<file path="config.mk">
export PLATFORM = sky130hd
export DESIGN_NAME = tioc_io_control
export DESIGN_NICKNAME = d
export VERILOG_FILES = /design/src/tioc_pkg.sv /design/src/tioc_compare_pin.sv /design/src/tioc_io_control.sv
export SDC_FILE = /design/constraint.sdc
export NUM_CORES = 1
export LEC_CHECK = 0
export ABC_AREA = 1
export BUFFER_PORTS_ARGS = -buffer_cell sky130_fd_sc_hd__buf_2
export CAP_MARGIN = 5
export CORE_UTILIZATION = 57
export CTS_BUF_LIST = sky130_fd_sc_hd__clkbuf_16
export CTS_CLUSTER_DIAMETER = 200
export DETAILED_ROUTE_END_ITERATION = 16
export PLACE_DENSITY = 0.9
export SLEW_MARGIN = 30
export SYNTH_ARGS = -nofsm -noshare
export SYNTH_HDL_FRONTEND = slang
export SYNTH_SLANG_ARGS = --single-unit
</file>
<file path="constraint.sdc">
create_clock -name clock_i -period 3.8 [get_ports clock_i]
set_input_delay 0.57 -clock clock_i [delete_from_list [all_inputs] [get_ports clock_i]]
set_output_delay 0.57 -clock clock_i [all_outputs]
set_load 0.05 [all_outputs]
</file>
<file path="src/tioc_pkg.sv">
// tioc_pkg: constants and types shared by the timer i/o control block
// assumes a 16-bit register port and 16-bit timer counters
package tioc_pkg;

	// register port geometry
	localparam int ADDR_W = 4;
	localparam int DATA_W = 16;
	localparam int CNT_W  = 16;
	localparam int EVT_W  = 4;

	// register indexes on the plain register port
	localparam logic [3:0] ADDR_CD_SEL  = 4'h0; // channel0_cd_io_select
	localparam logic [3:0] ADDR_CH1_SEL = 4'h1; // channel1_io_select
	localparam logic [3:0] ADDR_REG_C   = 4'h2; // ch0_general_reg_c
	localparam logic [3:0] ADDR_REG_D   = 4'h3; // ch0_general_reg_d
	localparam logic [3:0] ADDR_REG_B1  = 4'h4; // ch1_general_reg_b
	localparam logic [3:0] ADDR_CTRL    = 4'h5; // ch0_mode_register subset
	localparam logic [3:0] ADDR_STATUS  = 4'h6; // event status, read only
	localparam logic [3:0] ADDR_CLEAR   = 4'h7; // event clear, write only
	localparam logic [3:0] ADDR_ENABLE  = 4'h8; // event interrupt enable

	// values after reset
	localparam logic [7:0]  RST_SEL = 8'h00;
	localparam logic [15:0] RST_REG = 16'h0000;
	localparam logic [3:0]  RST_EVT = 4'h0;

	// field positions inside the select registers
	localparam int CD_SEL_W     = 7;  // bit 7 is reserved, reads zero
	localparam int FLD_C_LSB    = 0;  // reg_c_function_field, 4 bits
	localparam int FLD_D_LSB    = 4;  // reg_d_function_field, 3 bits
	localparam int FLD_B1_LSB   = 4;  // reg_b_function_field of channel 1, 4 bits
	localparam int FLD_CAP_BIT  = 3;  // 1 selects capture, 0 selects compare
	localparam int FLD_INIT_BIT = 2;  // initial pin level in compare mode
	localparam int CTRL_BFA_BIT = 0;  // buffer_enable_a

	// event bit positions in status, clear and enable
	localparam int EVT_CAP_C   = 0;
	localparam int EVT_MATCH_C = 1;
	localparam int EVT_MATCH_D = 2;
	localparam int EVT_MATCH_B = 3;

	// number of compare pin units
	localparam int N_CMP   = 3;
	localparam int CMP_C   = 0;
	localparam int CMP_D   = 1;
	localparam int CMP_B1  = 2;

	// compare-match action held in the two low code bits
	typedef enum logic [1:0] {
		TIOC_ACT_OFF    = 2'b00,
		TIOC_ACT_LOW    = 2'b01,
		TIOC_ACT_HIGH   = 2'b10,
		TIOC_ACT_TOGGLE = 2'b11
	} tioc_action_type;

	// capture source codes for register c (upper bits only, x bits dropped)
	localparam logic [3:0] CAP_RISE = 4'h8;
	localparam logic [3:0] CAP_FALL = 4'h9;
	localparam logic [2:0] CAP_BOTH = 3'h5; // code[3:1] == 101
	localparam logic [1:0] CAP_CH1  = 2'h3; // code[3:2] == 11

endpackage

</file>
<file path="src/tioc_compare_pin.sv">
// tioc_compare_pin: drives one compare output pin from a 3-bit code
// assumes load and match are one-cycle pulses on clock_i
`timescale 1ns/1ps
module tioc_compare_pin (
	input  wire logic       clock_i,
	input  wire logic       rst_i,
	input  wire logic [2:0] code_i,
	input  wire logic       active_i,
	input  wire logic       load_i,
	input  wire logic       match_i,
	output logic            pin_o,
	output logic            pin_oe_o
);

	typedef struct packed {
		logic level;
		logic oe;
	} tioc_pin_state_type;

	tioc_pin_state_type state_q;
	tioc_pin_state_type state_d;
	tioc_pkg::tioc_action_type action;

	assign action = tioc_pkg::tioc_action_type'(code_i[1:0]);

	// next pin level; a new code restarts the pin at its initial level
	always_comb
	begin
		state_d = state_q;
		// disabled code, initial level
		state_d.oe = active_i && (action != tioc_pkg::TIOC_ACT_OFF);
		if (load_i)
		begin
			state_d.level = code_i[tioc_pkg::FLD_INIT_BIT];
		end
		else if (match_i && active_i)
		begin
			unique case (action)
				tioc_pkg::TIOC_ACT_OFF:    state_d.level = state_q.level;
				// low on match
				tioc_pkg::TIOC_ACT_LOW:    state_d.level = 1'b0;
				// high on match
				tioc_pkg::TIOC_ACT_HIGH:   state_d.level = 1'b1;
				// toggle on match
				tioc_pkg::TIOC_ACT_TOGGLE: state_d.level = ~state_q.level;
			endcase
		end
	end

	// state register
	always_ff @(posedge clock_i or posedge rst_i)
	begin
		if (rst_i)
			state_q <= '0;
		else
			state_q <= state_d;
	end

	assign pin_o    = state_q.level;
	assign pin_oe_o = state_q.oe;

endmodule

</file>
<file path="src/tioc_io_control.sv">
// tioc_io_control: i/o function selection for general registers c and d of
// channel 0 and register b of channel 1, with compare pins and capture on c.
// assumes counters and the channel 1 count pulse come from logic on clock_i;
// the capture pin comes from outside and is synchronised here.
//
// register index map on the plain port:
//   0 channel0_cd_io_select, 1 channel1_io_select, 2 ch0_general_reg_c,
//   3 ch0_general_reg_d, 4 ch1_general_reg_b, 5 control (buffer_enable_a),
//   6 event status (read only), 7 event clear (write only), 8 event enable
// event bits: 0 capture into c, 1 match c, 2 match d, 3 match channel 1 b
// timing: a select write reaches the pins one edge later; a compare match
// moves its pin one edge after equality begins; a pin edge reaches
// register c three edges after the pin moves (two sync stages, one detect)
// limitation: channel 1 register b only compares; its capture codes merely
// turn its pin off
//
// How it works
// action 01: pin goes low on match
// action 10: pin goes high on match
// action 11: pin toggles on every match
// code 1000: capture c on rising pin edge
// code 1001: capture c on falling pin edge
// code 101x: capture c on both edges
// buffer enable a: register c neither captures nor compares
// code 11xx: capture c on channel 1 count
// x000 disables pin; bit 2 sets initial level
// select registers reset to zero
`timescale 1ns/1ps
module tioc_io_control (
	input  wire logic        clock_i,
	input  wire logic        rst_i,
	// register port
	input  wire logic [3:0]  addr_i,
	input  wire logic [15:0] wdata_i,
	input  wire logic        wr_i,
	input  wire logic        rd_i,
	output logic      [15:0] rdata_o,
	// timer counters and channel 1 count pulse
	input  wire logic [15:0] ch0_counter_i,
	input  wire logic [15:0] ch1_counter_i,
	input  wire logic        ch1_count_i,
	// pins
	input  wire logic        ch0_pin_c_i,
	output logic             ch0_pin_c_o,
	output logic             ch0_pin_c_oe_o,
	output logic             ch0_pin_d_o,
	output logic             ch0_pin_d_oe_o,
	output logic             ch1_pin_b_o,
	output logic             ch1_pin_b_oe_o,
	// interrupt
	output logic             irq_o
);

	typedef struct packed {
		logic [6:0]  cd_sel;     // channel0_cd_io_select, bit 7 not stored
		logic [7:0]  ch1_sel;    // channel1_io_select
		logic [15:0] reg_c;      // ch0_general_reg_c
		logic [15:0] reg_d;      // ch0_general_reg_d
		logic [15:0] reg_b1;     // ch1_general_reg_b
		logic        bfa;        // buffer_enable_a
		logic [3:0]  status;
		logic [3:0]  enable;
		logic [15:0] rdata;
		logic        pin_s1;     // synchroniser first stage
		logic        pin_s2;     // synchroniser second stage
		logic        pin_prev;   // for edge detection
		logic [2:0]  eq_prev;    // compare equality, last cycle
	} tioc_state_type;

	tioc_state_type state_q;
	tioc_state_type state_d;

	// stored register c code, used for capture source selection
	logic [3:0] code_c;
	logic       c_is_capture;
	logic       b1_is_capture;

	assign code_c = state_q.cd_sel[tioc_pkg::FLD_C_LSB +: 4];

	// write and read decode
	logic wr_cd;
	logic wr_ch1;
	logic wr_c;
	logic wr_d;
	logic wr_b1;
	logic wr_ctrl;
	logic wr_clear;
	logic wr_enable;

	assign wr_cd     = wr_i && (addr_i == tioc_pkg::ADDR_CD_SEL);
	assign wr_ch1    = wr_i && (addr_i == tioc_pkg::ADDR_CH1_SEL);
	assign wr_c      = wr_i && (addr_i == tioc_pkg::ADDR_REG_C);
	assign wr_d      = wr_i && (addr_i == tioc_pkg::ADDR_REG_D);
	assign wr_b1     = wr_i && (addr_i == tioc_pkg::ADDR_REG_B1);
	assign wr_ctrl   = wr_i && (addr_i == tioc_pkg::ADDR_CTRL);
	assign wr_clear  = wr_i && (addr_i == tioc_pkg::ADDR_CLEAR);
	assign wr_enable = wr_i && (addr_i == tioc_pkg::ADDR_ENABLE);

	// compare equalities; a match acts once when equality begins, so a
	// counter that dwells on the value for many cycles toggles only once
	logic [2:0] eq_now;
	logic [2:0] match;
	logic [2:0] cmp_active;
	logic [2:0] cmp_load;
	logic [8:0] cmp_code;

	assign eq_now[tioc_pkg::CMP_C]  = (ch0_counter_i == state_q.reg_c);
	assign eq_now[tioc_pkg::CMP_D]  = (ch0_counter_i == state_q.reg_d);
	assign eq_now[tioc_pkg::CMP_B1] = (ch1_counter_i == state_q.reg_b1);
	assign match = eq_now & ~state_q.eq_prev;

	// next select values: a unit loads and enables from the code being
	// written, otherwise the pin would take the old code at the write edge
	// and the new one only a cycle later
	logic [6:0] cd_sel_next;
	logic [7:0] ch1_sel_next;
	logic       bfa_next;
	logic [3:0] code_c_next;
	logic [2:0] code_d_next;
	logic [3:0] code_b1_next;

	assign cd_sel_next   = wr_cd ? wdata_i[tioc_pkg::CD_SEL_W-1:0] : state_q.cd_sel;
	assign ch1_sel_next  = wr_ch1 ? wdata_i[7:0] : state_q.ch1_sel;
	assign bfa_next      = wr_ctrl ? wdata_i[tioc_pkg::CTRL_BFA_BIT] : state_q.bfa;
	assign code_c_next   = cd_sel_next[tioc_pkg::FLD_C_LSB +: 4];
	assign code_d_next   = cd_sel_next[tioc_pkg::FLD_D_LSB +: 3];
	assign code_b1_next  = ch1_sel_next[tioc_pkg::FLD_B1_LSB +: 4];
	assign c_is_capture  = code_c_next[tioc_pkg::FLD_CAP_BIT];
	assign b1_is_capture = code_b1_next[tioc_pkg::FLD_CAP_BIT];

	// compare unit setup; register c drops out while it serves as buffer
	// buffer blocks compare
	assign cmp_active[tioc_pkg::CMP_C]  = !c_is_capture && !bfa_next;
	assign cmp_active[tioc_pkg::CMP_D]  = 1'b1;
	assign cmp_active[tioc_pkg::CMP_B1] = !b1_is_capture;
	assign cmp_load[tioc_pkg::CMP_C]    = wr_cd;
	assign cmp_load[tioc_pkg::CMP_D]    = wr_cd;
	assign cmp_load[tioc_pkg::CMP_B1]   = wr_ch1;
	assign cmp_code[3*tioc_pkg::CMP_C +: 3]  = code_c_next[2:0];
	assign cmp_code[3*tioc_pkg::CMP_D +: 3]  = code_d_next;
	assign cmp_code[3*tioc_pkg::CMP_B1 +: 3] = code_b1_next[2:0];

	logic [2:0] pin_level;
	logic [2:0] pin_oe;

	// one compare pin unit per general register that can drive a pin
	genvar gi;
	generate
		for (gi = 0; gi < tioc_pkg::N_CMP; gi++)
		begin : g_cmp
			tioc_compare_pin u_pin (
				.clock_i  (clock_i),
				.rst_i    (rst_i),
				.code_i   (cmp_code[3*gi +: 3]),
				.active_i (cmp_active[gi]),
				.load_i   (cmp_load[gi]),
				.match_i  (match[gi]),
				.pin_o    (pin_level[gi]),
				.pin_oe_o (pin_oe[gi])
			);
		end
	endgenerate

	assign ch0_pin_c_o    = pin_level[tioc_pkg::CMP_C];
	assign ch0_pin_c_oe_o = pin_oe[tioc_pkg::CMP_C];
	assign ch0_pin_d_o    = pin_level[tioc_pkg::CMP_D];
	assign ch0_pin_d_oe_o = pin_oe[tioc_pkg::CMP_D];
	assign ch1_pin_b_o    = pin_level[tioc_pkg::CMP_B1];
	assign ch1_pin_b_oe_o = pin_oe[tioc_pkg::CMP_B1];

	// capture pin edges, taken after the second synchroniser stage only
	logic pin_rise;
	logic pin_fall;
	logic cap_hit;

	assign pin_rise = state_q.pin_s2 && !state_q.pin_prev;
	assign pin_fall = !state_q.pin_s2 && state_q.pin_prev;

	// capture source select for register c
	always_comb
	begin
		cap_hit = 1'b0;
		if (code_c[3:2] == tioc_pkg::CAP_CH1)
			// channel 1 count
			cap_hit = ch1_count_i;
		else if (code_c[3:1] == tioc_pkg::CAP_BOTH)
			// both edges
			cap_hit = pin_rise || pin_fall;
		else if (code_c == tioc_pkg::CAP_RISE)
			// rising edge
			cap_hit = pin_rise;
		else if (code_c == tioc_pkg::CAP_FALL)
			// falling edge
			cap_hit = pin_fall;
	end

	logic cap_c;
	// buffer blocks capture
	assign cap_c = cap_hit && !state_q.bfa;

	// events seen this cycle
	logic [3:0] evt;
	always_comb
	begin
		evt = '0;
		evt[tioc_pkg::EVT_CAP_C]   = cap_c;
		evt[tioc_pkg::EVT_MATCH_C] = match[tioc_pkg::CMP_C] && cmp_active[tioc_pkg::CMP_C];
		evt[tioc_pkg::EVT_MATCH_D] = match[tioc_pkg::CMP_D];
		evt[tioc_pkg::EVT_MATCH_B] = match[tioc_pkg::CMP_B1] && cmp_active[tioc_pkg::CMP_B1];
	end

	// read multiplexer; unmapped and write-only indexes read zero
	logic [15:0] rd_mux;
	always_comb
	begin
		rd_mux = '0;
		unique case (addr_i)
			tioc_pkg::ADDR_CD_SEL:  rd_mux = {9'h000, state_q.cd_sel};
			tioc_pkg::ADDR_CH1_SEL: rd_mux = {8'h00, state_q.ch1_sel};
			tioc_pkg::ADDR_REG_C:   rd_mux = state_q.reg_c;
			tioc_pkg::ADDR_REG_D:   rd_mux = state_q.reg_d;
			tioc_pkg::ADDR_REG_B1:  rd_mux = state_q.reg_b1;
			tioc_pkg::ADDR_CTRL:    rd_mux = {15'h0000, state_q.bfa};
			tioc_pkg::ADDR_STATUS:  rd_mux = {12'h000, state_q.status};
			tioc_pkg::ADDR_ENABLE:  rd_mux = {12'h000, state_q.enable};
			default:                rd_mux = '0;
		endcase
	end

	// next state of the whole block
	always_comb
	begin
		state_d = state_q;

		// pin synchroniser and edge history
		state_d.pin_s1   = ch0_pin_c_i;
		state_d.pin_s2   = state_q.pin_s1;
		state_d.pin_prev = state_q.pin_s2;
		state_d.eq_prev  = eq_now;

		// register writes
		if (wr_cd)
			state_d.cd_sel = wdata_i[tioc_pkg::CD_SEL_W-1:0];
		if (wr_ch1)
			state_d.ch1_sel = wdata_i[7:0];
		if (wr_d)
			state_d.reg_d = wdata_i;
		if (wr_b1)
			state_d.reg_b1 = wdata_i;
		if (wr_ctrl)
			state_d.bfa = wdata_i[tioc_pkg::CTRL_BFA_BIT];
		if (wr_enable)
			state_d.enable = wdata_i[3:0];

		// a capture in the same cycle as a software write keeps the
		// counter value, since the timed event cannot be repeated
		if (cap_c)
			state_d.reg_c = ch0_counter_i;
		else if (wr_c)
			state_d.reg_c = wdata_i;

		// sticky status: the set wins over a clear in the same cycle
		if (wr_clear)
			state_d.status = state_q.status & ~wdata_i[3:0];
		state_d.status = state_d.status | evt;

		// read data stand in the cycle after the strobe only
		state_d.rdata = rd_i ? rd_mux : '0;
	end

	// state register
	// zero after reset
	always_ff @(posedge clock_i or posedge rst_i)
	begin
		if (rst_i)
		begin
			state_q         <= '0;
			state_q.cd_sel  <= tioc_pkg::RST_SEL[6:0];
			state_q.ch1_sel <= tioc_pkg::RST_SEL;
			state_q.reg_c   <= tioc_pkg::RST_REG;
			state_q.reg_d   <= tioc_pkg::RST_REG;
			state_q.reg_b1  <= tioc_pkg::RST_REG;
			state_q.status  <= tioc_pkg::RST_EVT;
			state_q.enable  <= tioc_pkg::RST_EVT;
		end
		else
		begin
			state_q <= state_d;
		end
	end

	assign rdata_o = state_q.rdata;
	assign irq_o   = |(state_q.status & state_q.enable);

endmodule

</file>
==> metrics.md <==
| Metric | Value |
|---|---|
| Yosys cell types | `36` |
| Cts bufs inserted | `9` |
| Gr ovfl total | `0` |
| Die ar. | `9964 µm²` |
| CP required | `4040 ps` |
| WL final | `14.44 mm` |
| Yosys reg bits | `100` |
| Mean Syn Cell Area | `a little under 8 µm²` |
| Post-CTS Resized | `0` |
| Startpoint type of the worst setup path | `primary input` |
| Routed len/inst | `~16 µm` |
| Xor-xnor portion of the synthesized cell area | `6.263%` |
| Post-Syn Area | `5454 µm²` |
| Final setup viols | `0` |
| Largest family of logic cells by synthesized area | `simple AND/OR/NAND/NOR gates` |
| Complex-gate fraction of the synthesized area | `11.61%` |
| Worst VDD drop | `about 320 µV` |
| Actual slew at the worst max-slew pin | `854.5 ps` |
| Max_cap viols | `0` |
| Hold_buf cts | `0` |
| Logic pwr share | `a little over a quarter` |
| Post-CTS Setup Inserts | `0` |
| Sequential-to-total area share from yosys stat | `45.88%` |
| Fmax | `0.4842 GHz` |
| Final min period | `2065 ps` |
| Worst-Skew Late Latency | `350 ps` |
| Residual DRC | `0` |
| Hold Fails Final Rpt | `0` |
| Total core area | `9240 µm²` |
| Sw Share | `36.02%` |
| Status | `completed` |
| H-tree depth | `3` |
| Post-synthesis mux area share | `0%` |
| Clk network pwr share | `between 20 and 30%` |
| Site Rows | `35` |
| Share of post-route cells with drive strength above 1 | `16.69%` |
| Post-synthesis simple-gate area fraction | `approximately a quarter` |
| Setup TNS Final | `0 ps` |
| I/O pin count | `81` |
| Initial antenna violation count | `0` |
| CTS tree | `built` |
| R2r worst-path depth | `9` |
| Dpl ws | `1278 ps` |
| Clock Sinks | `100` |
| Cells after Synth | `approximately 700` |
| Hold Crit Class | `in2async` |
| Hold WS | `304.2 ps` |
| Worst-case register-to-register setup slack | `1750 ps` |
| Root Buffer | `clkbuf_16` |
| N_diodes | `0` |
| Slew HR | `42.90%` |
| Critical Path Sink Type | `flop` |
| Worst-path clk slew | `70 ps` |
| Dpl hpwl | `10.49 mm` |
| Area growth syn-to-layout | `12.71%` |
| Slew Viols, Final | `0` |
| Die Y | `99.82 µm` |
| Synth warn | `0` |
| Fin crit share | `54.35%` |
| Final ANT Viol Nets | `0` |
| Worst flop-to-flop path startpoint | `state_q[3]$_DFF_PP0_` |
| CP arrival | `2300 ps` |
| Port bufs | `80` |
| First-pass GRT wire length | `approximately 23 mm` |
| Fillers | `around 700` |
| Psw | `1.200 mW` |
| Clock Skew | `about 8.3 ps` |
| Pwr/cell area | `541.9 nW/µm²` |
| Crit Path Class | `in2reg` |
| RSZ-0062 raised after global routing | `no` |
| Leakage | `3.249 nW` |
| Largest net degree at the start of global routing | `77` |
| Reg-to-Reg End | `state_q[72]$_DFFE_PP0P_` |
| Drt pass-1 iters | `5` |
| Starting density of the core | `59.03%` |
| Total Routing Usage GR | `between 30% and 40%` |
| Total number of vias | `4988` |
| Critical path peak fanout | `32` |
| Number of global-route vias before repair | `around 4900` |
| Nets | `between 800 and 900` |
| Sequential group share of total power | `44.6%` |
| GPL Wtd Cong | `0.9056` |
| Synth Area in Adders | `0.4588%` |
| Die X-Extent | `between 90 and 100 µm` |
| Post-synth net total | `~760` |
| Initial drt markers | `386` |
| Int Power | `2.131 mW` |
| Routed vias/inst | `roughly 5.6` |
| Final worst slack | `1735 ps` |
| Clock Path Buffers | `2` |
how the worst max path moves through the flow:
stage	start	endpoint	slack, ps	cells after the start
6_report	addr_i[3]	state_q[47]$_DFFE_PP0P_	1730	6
5_1_grt	addr_i[3]	state_q[54]$_DFFE_PP0P_	1580	6
4_1_cts	state_q[3]$_DFF_PP0_	state_q[72]$_DFFE_PP0P_	1430	9
3_5_place_dp	addr_i[3]	state_q[76]$_DFFE_PP0P_	1280	7
3_3_place_gp	addr_i[3]	state_q[76]$_DFFE_PP0P_	1340	7
2_1_floorplan	rst_i	code_c[0]$_DFF_PP0_	610	1
routing by layer:
| metal | part of all wire (%) | vias to the layer above | GRT usage, % |
|---|---|---|---|
| li1 | - | 2312 | - |
| met2 | 47 | 285 | 49.97 |
| met3 | 9.3 | 48 | 4.666 |
| met5 | 0 | - | 0 |
| met4 | 3.0 | 0 | 14.48 |
| met1 | 40 | 2343 | 41.12 |
cells in the mapped netlist (all sizes together):
master / count / area (µm²)
a211oi: 1 / 7.510
a21oi: 6 / 30.03
a221oi: 1 / 8.760
a31oi: 2 / 12.51
a41oi: 2 / 17.52
buf: 29 / 190.2
clkbuf: 5 / 18.77
dfrtp: 100 / 2502
ha: 2 / 25.02
inv: 108 / 405.4
nand2: 217 / 844.6
nand3: 38 / 207.7
nand4: 3 / 18.77
nor2: 50 / 249.0
nor3: 1 / 5.000
nor4: 2 / 12.51
o211ai: 15 / 112.6
o21ai: 68 / 347.8
o21bai: 2 / 15.01
o221ai: 5 / 43.79
o22ai: 6 / 37.54
xnor2: 20 / 175.2
xor2: 19 / 166.4
metrics by stage:
| stage | utilization (%) | cell area (µm²) | cells | total power [mW] |
|---|---|---|---|---|
| 6_report | 66.53 | 6147 | 896 | 3.331 |
| 5_1_grt | 66.53 | 6147 | 896 | 3.488 |
| 4_1_cts | 66.46 | 6141 | 896 | 3.314 |
| 3_5_place_dp | 63.11 | 5832 | 880 | 2.361 |
| 3_3_place_gp | 63.11 | 5832 | 880 | 2.307 |
| 2_1_floorplan | - | 5454 | 702 | 2.103 |
flip-flops by register name, indices dropped and copies added (netlist names):
register              cells
code_c                    4
g_cmp.u_pin.pin_oe_o      3
rdata_o                  16
state_q                  72
g_cmp.u_pin.pin_o         3
state_d                   2
logic make-up (layout without fill, tap and decap cells):
| family | after synthesis | count (layout) |
|---|---|---|
| and+or+nand+nor | 311 | 311 |
| buffers and inverters | 142 | 207 |
| AOI/OAI and AO/OA | 108 | 108 |
| DFF | 100 | 100 |
| xor gates and xnor gates | 39 | 39 |
| adders and majority gates | 2 | 2 |
area by class of cell:
type	count	area, µm²	share of cell area, %
Tap cell	129	161.4	2.626
Multi-Input combinational cell	460	2341	38.08
Clock buffer	9	225.2	3.664
Clock inverter	7	83.83	1.364
Inverter	108	410.4	6.676
Sequential cell	100	2502	40.71
Timing Repair Buffer	83	422.9	6.880
critical path: stages:
cell and delay, ps:
buf_2 170, nor2_8 200, nand2_1 160, inv_2 230
nand2_1 550, o21ai_0 410
cells in the final DEF, fill, tap and decap left out, drive strengths merged:
cell      count
a41oi         2
nor4          2
clkbuf        9
dfrtp       100
a221oi        1
a21oi         6
clkinvlp      1
o21ai        68
o221ai        5
buf          83
o211ai       15
inv         110
xor2         19
nor2         50
o22ai         6
a211oi        1
o21bai        2
nand4         3
clkinv        3
a31oi         2
nand2       217
nand3        38
nor3          1
xnor2        20
bufinv        1
ha            2
power by group through the flow:
stage               Sequential, mW  Combinational (mW)  Clock (mW)
floorplan                     1.49               0.615           0
global placement              1.48               0.830           0
detailed placement            1.49               0.869           0
CTS                           1.48               0.889       0.949
global route                  1.51               0.998       0.985
finish                        1.48               0.903       0.943
Note: power is estimated with default switching activity, not from simulation.
